### src/design/pms_pkg.sv
package pms_pkg;

  localparam logic [31:0] VEC_GEN_BEV0  = 32'hBFC00380;
  localparam logic [31:0] VEC_GEN_BEV1  = 32'h80000180;
  localparam logic [31:0] VEC_COLD      = 32'hBFC00000;
  localparam int          WAKE_SRC_W    = 20;
  localparam int          GPIO_W        = 16;
  localparam int          PLL_LOCK_NS   = 200000;
  localparam int          CLK_NS        = 40;
  localparam int          PLL_LOCK_CYC  = (PLL_LOCK_NS + CLK_NS - 1) / CLK_NS;
  localparam int          RST_PULSE_CYC = 4;

  typedef enum logic [8:0] {
    PMS_FULL      = 9'h001,
    PMS_WAIT_IDLE = 9'h002,
    PMS_STANDBY   = 9'h004,
    PMS_SUSPEND   = 9'h008,
    PMS_HIB_CHECK = 9'h010,
    PMS_HIB_RST   = 9'h020,
    PMS_HIBERNATE = 9'h040,
    PMS_PLL_WAIT  = 9'h080,
    PMS_BATT_HOLD = 9'h100
  } pms_state_t;

  typedef enum logic [1:0] {
    PMS_MODE_FULL = 2'h0,
    PMS_MODE_STBY = 2'h1,
    PMS_MODE_SUSP = 2'h2,
    PMS_MODE_HIB  = 2'h3
  } pms_mode_t;

  typedef struct packed {
    logic standby_instruction;
    logic suspend_instruction;
    logic hibernate_instruction;
    logic past_writeback_stage;
  } pms_cmd_t;

  typedef struct packed {
    logic power_switch;
    logic [GPIO_W-1:0] gpio_wake;
    logic carrier_detect_n;
    logic card_irq;
    logic elapsed_time_alarm;
  } pms_wake_t;

  typedef struct packed {
    logic pipeline_clock_run;
    logic internal_bus_clock_run;
    logic interrupt_clock_out_run;
    logic pll_run;
  } pms_clk_t;

endpackage : pms_pkg

### src/design/pms_cycle_timer.sv
`timescale 1ns/1ns
module pms_cycle_timer #(
  parameter int COUNT = 16
) (
  input  wire logic clock,
  input  wire logic rst_n,
  input  wire logic start,
  output logic      done
);
  localparam int W = $clog2(COUNT + 1);
  logic [W-1:0] cnt_r;

  always_ff @(posedge clock or negedge rst_n) begin
    if (!rst_n) begin
      cnt_r <= '0;
    end else if (start) begin
      cnt_r <= W'(COUNT);
    end else if (cnt_r != '0) begin
      cnt_r <= cnt_r - 1'b1;
    end
  end

  assign done = (cnt_r == W'(1));
endmodule : pms_cycle_timer

### src/design/pms_sequencer.sv
`timescale 1ns/1ns
// Functional notes
// Leave full speed only on standby, suspend or hibernate instruction, matching mode.
// Real-time clock reset works in every mode, resets all units and clock.
// Full speed: all internal and bus clocks run, everything available.
// Standby: pipeline clock held high; PLL, timer, irq clock, bus clocks run.
// Standby: all peripherals keep operating, display and DMA included.
// Standby and suspend keep core caches and registers intact.
// Standby entry waits writeback passed and system bus idle, then stops.
// Any interrupt wakes standby; resume at general vector chosen by boot select.
// Suspend: pipeline and bus clocks high; PLL, timer, irq clock, RTC run.
// Suspend entry waits writeback, DRAM self-refresh, bus idle, then stops.
// Only bus-clock-free interrupts wake suspend; resume at general vector.
// Hibernate: all clocks but RTC held high, PLL stopped, monitor runs.
// Hibernate: after writeback, self-refresh, idle and clock stop, drop main power.
// With core supply removed only power, I/O, LED, RTC units keep state.
// Wake from hibernate starts at cold reset vector.
// Hibernate wake sources: power switch, sixteen GPIO, carrier, card, alarm.
// Hibernate checks pending interrupts first; only if none, stop and reset peripherals.
// Low battery refuses core activation even with a wake source present.
// Exactly one mode at a time; entry sequence completes before any wake.
// Wake restarts PLL if stopped; gated clocks released only after PLL stable.
module pms_sequencer
  import pms_pkg::*;
#(
  parameter int PLL_LOCK_CYCLES = PLL_LOCK_CYC
) (
  input  wire logic                clock,
  input  wire logic                arst_n,
  input  wire pms_pkg::pms_cmd_t   cmd,
  input  wire logic                system_bus_idle,
  input  wire logic                dram_self_refresh,
  input  wire logic                irq_pending,
  input  wire logic                suspend_wake_irq,
  input  wire pms_pkg::pms_wake_t  wake,
  input  wire logic                low_battery_inhibit,
  input  wire logic                boot_vector_select,
  output pms_pkg::pms_clk_t        clk_en,
  output pms_pkg::pms_mode_t       mode,
  output logic                     main_power_enable,
  output logic                     periph_reset,
  output logic                     core_cold_reset,
  output logic                     core_resume,
  output logic [31:0]              resume_vector,
  output logic                     retain_core_state
);
  import pms_pkg::*;

  logic       rst_s1_r;
  logic       rst_s2_r;
  pms_state_t state_r;
  pms_state_t state_nxt;
  pms_mode_t  target_r;
  pms_mode_t  target_nxt;
  pms_clk_t   clk_en_r;
  pms_clk_t   clk_en_nxt;
  pms_mode_t  mode_r;
  logic       mpe_r;
  logic       prst_r;
  logic       crst_r;
  logic       resume_r;
  logic [31:0] vec_r;
  logic [31:0] vec_nxt;
  logic       retain_r;
  logic       pll_start;
  logic       pll_done;
  logic       hib_rst_done;

  // Reset released through two flops; async assert works in every mode
  always_ff @(posedge clock or negedge arst_n) begin
    if (!arst_n) begin
      rst_s1_r <= 1'b0;
      rst_s2_r <= 1'b0;
    end else begin
      rst_s1_r <= 1'b1;
      rst_s2_r <= rst_s1_r;
    end
  end

  wire logic any_instr     = cmd.standby_instruction | cmd.suspend_instruction | cmd.hibernate_instruction;
  wire logic instr_taken   = (state_r == PMS_FULL) & any_instr & cmd.past_writeback_stage;
  wire logic need_refresh  = (target_r == PMS_MODE_SUSP) | (target_r == PMS_MODE_HIB);
  wire logic entry_ready   = system_bus_idle & (~need_refresh | dram_self_refresh);
  wire logic hib_wake      = wake.power_switch | (|wake.gpio_wake) | ~wake.carrier_detect_n
                             | wake.card_irq | wake.elapsed_time_alarm;
  wire logic [31:0] gen_vec = boot_vector_select ? VEC_GEN_BEV1 : VEC_GEN_BEV0;

  assign pll_start = (state_nxt == PMS_PLL_WAIT) & (state_r != PMS_PLL_WAIT);

  pms_cycle_timer #(.COUNT(PLL_LOCK_CYCLES)) u_pll_timer (
    .clock (clock),
    .rst_n (rst_s2_r),
    .start (pll_start),
    .done  (pll_done)
  );

  pms_cycle_timer #(.COUNT(RST_PULSE_CYC)) u_rst_timer (
    .clock (clock),
    .rst_n (rst_s2_r),
    .start ((state_r == PMS_HIB_CHECK) & (state_nxt == PMS_HIB_RST)),
    .done  (hib_rst_done)
  );

  // One state at a time; entry states ignore wake until finished
  always_comb begin
    state_nxt  = state_r;
    target_nxt = target_r;
    vec_nxt    = vec_r;
    case (state_r)
      PMS_FULL: begin
        if (instr_taken) begin
          state_nxt = PMS_WAIT_IDLE;
          if (cmd.hibernate_instruction) begin
            target_nxt = PMS_MODE_HIB;
          end else if (cmd.suspend_instruction) begin
            target_nxt = PMS_MODE_SUSP;
          end else begin
            target_nxt = PMS_MODE_STBY;
          end
        end
      end
      PMS_WAIT_IDLE: begin
        if (entry_ready) begin
          case (target_r)
            PMS_MODE_SUSP: state_nxt = PMS_SUSPEND;
            PMS_MODE_HIB:  state_nxt = PMS_HIB_CHECK;
            default:       state_nxt = PMS_STANDBY;
          endcase
        end
      end
      PMS_STANDBY: begin
        if (irq_pending) begin
          state_nxt = PMS_FULL;
          vec_nxt   = gen_vec;
        end
      end
      PMS_SUSPEND: begin
        if (suspend_wake_irq) begin
          state_nxt = PMS_FULL;
          vec_nxt   = gen_vec;
        end
      end
      PMS_HIB_CHECK: begin
        // Pending request aborts hibernate back to full speed, clocks untouched
        if (irq_pending) begin
          state_nxt = PMS_FULL;
          vec_nxt   = gen_vec;
        end else begin
          state_nxt = PMS_HIB_RST;
        end
      end
      PMS_HIB_RST: begin
        if (hib_rst_done) begin
          state_nxt = PMS_HIBERNATE;
        end
      end
      PMS_HIBERNATE: begin
        if (hib_wake) begin
          state_nxt = low_battery_inhibit ? PMS_BATT_HOLD : PMS_PLL_WAIT;
        end
      end
      PMS_BATT_HOLD: begin
        if (!low_battery_inhibit) begin
          state_nxt = PMS_HIBERNATE;
        end
      end
      PMS_PLL_WAIT: begin
        if (pll_done) begin
          state_nxt = PMS_FULL;
          vec_nxt   = VEC_COLD;
        end
      end
      default: begin
        state_nxt = PMS_FULL;
      end
    endcase
  end

  // Clock gates follow the state; standby keeps bus clocks for peripherals
  always_comb begin
    clk_en_nxt = '{pipeline_clock_run: 1'b1, internal_bus_clock_run: 1'b1,
                   interrupt_clock_out_run: 1'b1, pll_run: 1'b1};
    case (state_nxt)
      PMS_STANDBY: begin
        clk_en_nxt.pipeline_clock_run = 1'b0;
      end
      PMS_SUSPEND: begin
        clk_en_nxt.pipeline_clock_run     = 1'b0;
        clk_en_nxt.internal_bus_clock_run = 1'b0;
      end
      PMS_HIB_RST, PMS_HIBERNATE, PMS_BATT_HOLD: begin
        clk_en_nxt = '0;
      end
      PMS_PLL_WAIT: begin
        // Gated clocks stay off until lock time elapses
        clk_en_nxt         = '0;
        clk_en_nxt.pll_run = 1'b1;
      end
      default: begin
      end
    endcase
  end

  wire pms_mode_t mode_nxt =
    (state_nxt == PMS_STANDBY) ? PMS_MODE_STBY :
    (state_nxt == PMS_SUSPEND) ? PMS_MODE_SUSP :
    ((state_nxt == PMS_HIBERNATE) | (state_nxt == PMS_BATT_HOLD) | (state_nxt == PMS_PLL_WAIT)
     | (state_nxt == PMS_HIB_RST)) ? PMS_MODE_HIB : PMS_MODE_FULL;

  wire logic in_hib_nxt = (state_nxt == PMS_HIBERNATE) | (state_nxt == PMS_BATT_HOLD);

  always_ff @(posedge clock or negedge rst_s2_r) begin
    if (!rst_s2_r) begin
      state_r  <= PMS_FULL;
      target_r <= PMS_MODE_FULL;
      clk_en_r <= '1;
      mode_r   <= PMS_MODE_FULL;
      mpe_r    <= 1'b1;
      prst_r   <= 1'b0;
      crst_r   <= 1'b0;
      resume_r <= 1'b0;
      vec_r    <= VEC_COLD;
      retain_r <= 1'b0;
    end else begin
      state_r  <= state_nxt;
      target_r <= target_nxt;
      clk_en_r <= clk_en_nxt;
      mode_r   <= mode_nxt;
      mpe_r    <= ~in_hib_nxt;
      prst_r   <= (state_nxt == PMS_HIB_RST) | (state_nxt == PMS_BATT_HOLD);
      crst_r   <= (state_nxt == PMS_PLL_WAIT) | in_hib_nxt;
      resume_r <= (state_nxt == PMS_FULL) & (state_r != PMS_FULL);
      vec_r    <= vec_nxt;
      retain_r <= (state_nxt == PMS_STANDBY) | (state_nxt == PMS_SUSPEND);
    end
  end

  assign clk_en            = clk_en_r;
  assign mode              = mode_r;
  assign main_power_enable = mpe_r;
  assign periph_reset      = prst_r;
  assign core_cold_reset   = crst_r;
  assign core_resume       = resume_r;
  assign resume_vector     = vec_r;
  assign retain_core_state = retain_r;
endmodule : pms_sequencer

### config.mk
export PLATFORM = sky130hd
export DESIGN_NAME = pms_sequencer
export DESIGN_NICKNAME = d
export VERILOG_FILES = /design/src/design/pms_pkg.sv /design/src/design/pms_cycle_timer.sv /design/src/design/pms_sequencer.sv
export SDC_FILE = /design/constraint.sdc
export NUM_CORES = 1
export LEC_CHECK = 0
export BUFFER_PORTS_ARGS = -buffer_cell sky130_fd_sc_hd__buf_4
export CAP_MARGIN = 20
export CORE_MARGIN = 2
export CORE_UTILIZATION = 53
export CTS_CLUSTER_SIZE = 40
export DETAILED_ROUTE_END_ITERATION = 16
export GPL_ROUTABILITY_DRIVEN = 1
export PLACE_DENSITY = 0.8
export SYNTH_ARGS = -nofsm -noshare
export SYNTH_HDL_FRONTEND = slang
export SYNTH_HIERARCHICAL = 1
export SYNTH_SLANG_ARGS = --single-unit
### constraint.sdc
create_clock -name clock -period 2 [get_ports clock]
set_clock_uncertainty 0.1 [all_clocks]
set_input_delay 0.1 -clock clock [delete_from_list [all_inputs] [get_ports clock]]
set_output_delay 0.1 -clock clock [all_outputs]
set_load 0.01 [all_outputs]
==> results.json, run 1 <==
{
  "outcome": "finished, violations left",
  "failed_checks": "setup timing",
  "wl_per_cell_um": 17.0,
  "cts-buffers-inserted": 5,
  "multi_input_area_mm2": 0.00173,
  "power_uw": 4260,
  "cp-start-kind": "register",
  "antenna_found_initial": 0,
  "whs_ps": 66.0,
  "viasPerCell": 5.73,
  "setup_slack_ps": -372,
  "synthAdderAreaFrac": 0.0265,
  "critical_path_class": "register to register",
  "drive_gt1_frac": 0.473,
  "finalSetupViolCount": 22,
  "port_buffers": 53,
  "row_count": 26,
  "dr.pass1.iters": 5,
  "clkSinkCount": 43,
  "antenna_cells": 0,
  "grt_pass1_wl_um": 12600,
  "syn_inst": 289,
  "synthTopCellsByCount": "36 x dfrtp_1, 30 x buf_4, 23 x nor2_1",
  "syn-mean-instance-area_um2": 9.81,
  "peakVddDrop_v": 0.000615,
  "period_needed_ps": 2370,
  "fmax_mhz": 422,
  "drt_iter0_markers": 224,
  "maxCapViolations": 0,
  "hpwl_um": 5420,
  "htreeDepth": 2,
  "vias": 2751,
  "cts_tree": "built",
  "pin_count": 75,
  "cp.required_ps": 2070,
  "clkTransAtPathRegs_ps": 80,
  "synth_edf_count": 0,
  "die_y_um": 77.1,
  "synth-simple-area-share": 0.298,
  "yosysUniqueCellTypes": 63,
  "postRouteAntennaNets": 0,
  "grt_max_degree": 23,
  "end_kind": "register",
  "nets": 447,
  "slew_violations": 0,
  "synth_compound_area_frac": 0.147,
  "pwr_density_cell_mw_per_mm2": 1040,
  "rsz0062_at_grt": "yes",
  "synth_area_leaders": "dfrtp_1 32%, buf_4 7.9%, dfstp_2 6.5%, nor2_1 3.0%, ha_1 2.6%",
  "dieArea_mm2": 0.00595,
  "syn_area_mm2": 0.00284,
  "drc": 0,
  "yosys.area.top_type_share": 0.318,
  "n_fill_cell": 299,
  "syn2layout_area_growth_pct": 44.8,
  "ys_ff_latch": 43,
  "cp_cell_sequence": "nor4_4, nand3_1, nor3b_2, nor2b_1, nand4_1, o221a_2, a41oi_4, or4b_1",
  "design.core.area_mm2": 0.00514,
  "worstPathArrival_ps": 2440,
  "yosysSeqAreaShare": 0.383,
  "overflow": 0,
  "async_flop_share": 1.00,
  "power_leakage_uw": 0.00194,
  "synth_top_flop_cell": "dfrtp_1",
  "fin_setup_tns_ps": -2960,
  "synthXorXnorAreaFrac": 0.0185,
  "synthMostInstantiatedCell": "dfrtp_1",
  "insertion_delay_ps": 290,
  "regArea_mm2": 0.00109,
  "finalHoldViolations": 0,
  "slowest_stage": "or4b_1",
  "timing.final.crit_share": 1.19,
  "die_width_um": 77.1,
  "worstPathMaxFanout": 4,
  "gp_congestion": 0.944,
  "post-place-ws_ps": -309,
  "start_util": 0.552,
  "synth_top_family_by_area": "simple AND/OR/NAND/NOR gates",
  "wl_um": 8140,
  "track_usage": 0.264,
  "cts_buffer_depth": 2,
  "synth_mux_area_frac": 0.0132,
  "min_path_type": "primary input to register",
  "ys_warn_count": 6,
  "grt_pass1_vias": 2644,
  "slowest_delay_ps": 500,
  "cts-root-buf": "clkbuf_8",
  "synth_top_cell_by_area": "dfrtp_1"
}
## placed cells by master, fill, tap and decap left out, types with 3 or more instances in the layout
| master | instances |
|---|---|
| a21oi_1 | 8 |
| and2_1 | 4 |
| buf_4 | 118 |
| buf_6 | 11 |
| clkbuf_8 | 5 |
| conb_1 | 22 |
| dfrtp_1 | 34 |
| dfstp_2 | 7 |
| dlygate4sd3_1 | 4 |
| ha_1 | 6 |
| inv_1 | 11 |
| nand2_1 | 10 |
| nand2b_1 | 6 |
| nand3_1 | 7 |
| nand3b_1 | 3 |
| nand4_1 | 4 |
| nand4b_1 | 4 |
| nor2_1 | 21 |
| nor2b_1 | 5 |
| nor3_1 | 10 |
| nor3_4 | 3 |
| nor3b_1 | 3 |
| nor4_1 | 5 |
| nor4_2 | 3 |
| nor4_4 | 6 |
| o21ai_0 | 12 |
| o311ai_4 | 3 |
| o31ai_1 | 3 |
| or3_1 | 6 |
| or3b_1 | 3 |
| xor2_1 | 4 |
## cells by family (layout without fill, tap and decap cells)
logic type,Yosys count,count (layout)
AO/OA/AOI/OAI,48,48
XOR/XNOR,6,6
adder cells (fa/ha/maj),6,6
buffers and inverters,51,152
flip-flops,43,43
multiplexers,3,3
other,2,22
AND/OR/NAND/NOR,130,130
## stage by stage
| stage | utilization | std cells | area (µm²) |
|---|---|---|---|
| final | 0.799 | 480 | 4110 |
| after global routing | 0.799 | 480 | 4110 |
| after floorplan | - | 309 | 2930 |
| after detailed placement | 0.704 | 456 | 3620 |
| after global placement | 0.704 | 456 | 3620 |
| after CTS | 0.778 | 474 | 4000 |
## area by class of cell
type / count / area share
multi-input cells: 215 / 0.421
repair buffers: 133 / 0.256
flip-flops and latches: 43 / 0.265
clock inverters: 2 / 0.00914
inverters: 11 / 0.0101
well taps: 70 / 0.0213
clock buffers: 6 / 0.0177
## registers in the layout, indices dropped and copies added, names as in the netlist
name	count
clk_en	4
target_r	2
core_cold_reset	1
core_resume	1
rst_s1_r	1
state_r	9
retain_core_state	1
main_power_enable	1
u_rst_timer/cnt_r	3
resume_vector	3
periph_reset	1
rst_s2_r	1
u_pll_timer/cnt_r	13
mode	2
## worst max-delay path, delay by kind of cell, from the launching register on
family,cells,cell delay [ps]
and+or+nand+nor,6,1330
DFF,1,450
AOI/OAI and AO/OA,2,370
## worst paths after layout
check | from | to | slack [ps] | depth (start not counted)
setup / recovery | u_pll_timer/cnt_r[3] | mode[0] | -370 | 8
hold / removal | cmd[2] | target_r[0] | 70 | 3
setup reg to reg | u_pll_timer/cnt_r[3] | mode[0] | -370 | 8
hold reg to reg | rst_s2_r | mode[1] | 160 | 1
max in group asynchronous | arst_n | rst_s2_r | 1120 | 3
min in group asynchronous | rst_s2_r | mode[1] | 160 | 1
## power by group
group	internal (µW)	leakage, µW	total [µW]	switching (µW)
sequential	1120	0.000518	1360	241
combinational	1190	0.00137	2220	1040
clock	373	0.0000514	680	307
## repair_timing
action	in CTS	in global routing
endpoints found under the setup margin	21	28
gates cloned	0	0
endpoints found under the hold margin	4	0
gates resized for setup	35	13
pin swaps	11	10
buffers inserted	7	6
hold buffers	4	0
## layer usage
layer	up-vias	part of all wire	global-route usage	wire length, µm
li1	1247	-	-	-
met1	1326	0.42	0.345	3400
met2	160	0.49	0.442	3950
met3	18	0.077	0.0435	625
met4	0	0.020	0.0982	164
met5	-	0	0	0
Note: power is estimated with default switching activity, not from simulation.
==> inputs of run 2 (changes only) <==
Settings changed: CORE_UTILIZATION 53 to 41, GPL_ROUTABILITY_DRIVEN 1 to unset, PLACE_DENSITY 0.8 to unset.
==> run 2 against run 1 <==
The run still ends with setup timing left. Largest power group unchanged. Routed wire length down 11%. Final cell count rose by 2.5%. Fmax is 5.7% higher. Critical endpoint unchanged. Worst hold slack got worse by 48 ps. Count of clock-buffer cells in the layout did not move. Largest cell class unchanged.
==> results.json, run 2 (synthesized netlist as in run 1, its figures left out) <==
{
  "outcome": "finished, violations left",
  "failed_checks": "setup timing",
  "timing.final.crit_share": 1.12,
  "power_uw": 4270,
  "clkTransAtPathRegs_ps": 90,
  "cts-root-buf": "clkbuf_8",
  "dr.pass1.iters": 6,
  "viasPerCell": 5.30,
  "swShare": 0.357,
  "clkSinkCount": 43,
  "regArea_mm2": 0.00109,
  "worstPathMaxFanout": 4,
  "worstPathArrival_ps": 2310,
  "final_cell_mix": "116 x buf_4, 35 x dfrtp_1, 22 x nor2_1, 22 x conb_1, 13 x buf_6",
  "cp.required_ps": 2070,
  "final_common_cell": "buf_4",
  "cp-start-kind": "register",
  "power_leakage_uw": 0.00199,
  "peakVddDrop_v": 0.000629,
  "n_fill_cell": 570,
  "cts_buffer_depth": 2,
  "drc": 0,
  "design.core.area_mm2": 0.00676,
  "antenna_cells": 0,
  "pwr-share-comb": 0.516,
  "antenna_found_initial": 0,
  "worstMarginPinSlew_ps": 623,
  "insertion_delay_ps": 290,
  "cts-buffers-inserted": 5,
  "maxCapViolations": 0,
  "critical_path_class": "register to register",
  "max_slew_margin": 0.585,
  "slew_violations": 0,
  "fmax_mhz": 446,
  "pin_count": 75,
  "die_width_um": 87.2,
  "gp_congestion": 0.874,
  "track_usage": 0.191,
  "overflow": 0,
  "seq_power_share": 0.316,
  "htreeDepth": 2,
  "p_sw_uw": 1520,
  "min_path_type": "primary input to register",
  "grt_pass1_wl_um": 11400,
  "multi_input_area_mm2": 0.00178,
  "whs_ps": 18.0,
  "pwr_density_cell_mw_per_mm2": 1010,
  "hpwl_um": 5370,
  "wl_um": 7210,
  "setup_slack_ps": -244,
  "largest_reg_flops": 13,
  "finalSetupViolCount": 16,
  "grt_max_degree": 30,
  "wl_per_cell_um": 14.7,
  "end_kind": "register",
  "finalHoldViolations": 0,
  "grt_pass1_vias": 2433,
  "internal_power_uw": 2740,
  "top_register": "u_pll_timer/cnt_r",
  "cts_tree": "built",
  "drive_gt1_frac": 0.505,
  "die_y_um": 87.2,
  "vias": 2607,
  "row_count": 30,
  "period_needed_ps": 2240,
  "syn2layout_area_growth_pct": 49.2,
  "nets": 449,
  "dieArea_mm2": 0.00760,
  "start_util": 0.420,
  "rsz0062_at_grt": "yes",
  "port_buffers": 53,
  "postRouteAntennaNets": 0,
  "drt_iter0_markers": 88,
  "p_clk_frac": 0.168
}
[run 2: worst max-delay path: stages, from the launching register on]
cell,delay [ps]
dfrtp_1,420
nor4_4,290
nand3_1,120
nor3b_2,210
nor2b_1,70
nand4_1,90
o221a_2,200
a41oi_4,110
or4b_1,520
[run 2: cell type report]
| class | count | share of cell area |
|---|---|---|
| sequential | 43 | 0.257 |
| timing repair buffer | 135 | 0.261 |
| multi-input combinational | 215 | 0.421 |
| clock buffer | 6 | 0.0195 |
| inverter | 11 | 0.00976 |
| clock inverter | 2 | 0.00917 |
| tap | 80 | 0.0237 |
[run 2: final timing paths]
check	from	endpoint	slack (ps)	depth (start not counted)
setup / recovery	u_pll_timer/cnt_r[5]	mode[0]	-240	8
hold / removal	cmd[2]	target_r[1]	20	3
setup reg to reg	u_pll_timer/cnt_r[5]	mode[0]	-240	8
hold reg to reg	rst_s2_r	u_pll_timer/cnt_r[10]	160	0
max in group asynchronous	rst_s2_r	clk_en[3]	1000	1
min in group asynchronous	arst_n	rst_s1_r	30	2
[run 2: per-layer routing]
layer  GRT usage  routed length, µm
met2       0.334               3580
met3      0.0332                366
met5           0                  0
met1       0.253               3240
met4      0.0294                 23
[run 2: power by group through the flow]
stage               sequential (µW)  clock (µW)  combinational [µW]
finish                         1350         718                2200
global route                   1380         777                2410
CTS                            1340         738                2020
detailed placement             1340           0                1860
global placement               1330           0                1830
floorplan                      1350           0                1090
[run 2: timing repair]
item,CTS,global route
resized for setup,35,32
endpoints found under the setup margin,27,24
endpoints found under the hold margin,4,0
hold buffers,3,0
buffers inserted,7,6
pin swaps,10,17
[run 2: per-stage QoR]
step	area, µm²	setup WS (ps)	utilization	instances	TNS (ps)
detailed placement	3680	-262	0.544	471	-2120
global placement	3680	-234	0.544	471	-1790
floorplan	2930	-486	-	309	-1430
finish	4230	-244	0.626	492	-1540
CTS	4050	-251	0.599	489	-923
global route	4230	-329	0.626	492	-2980
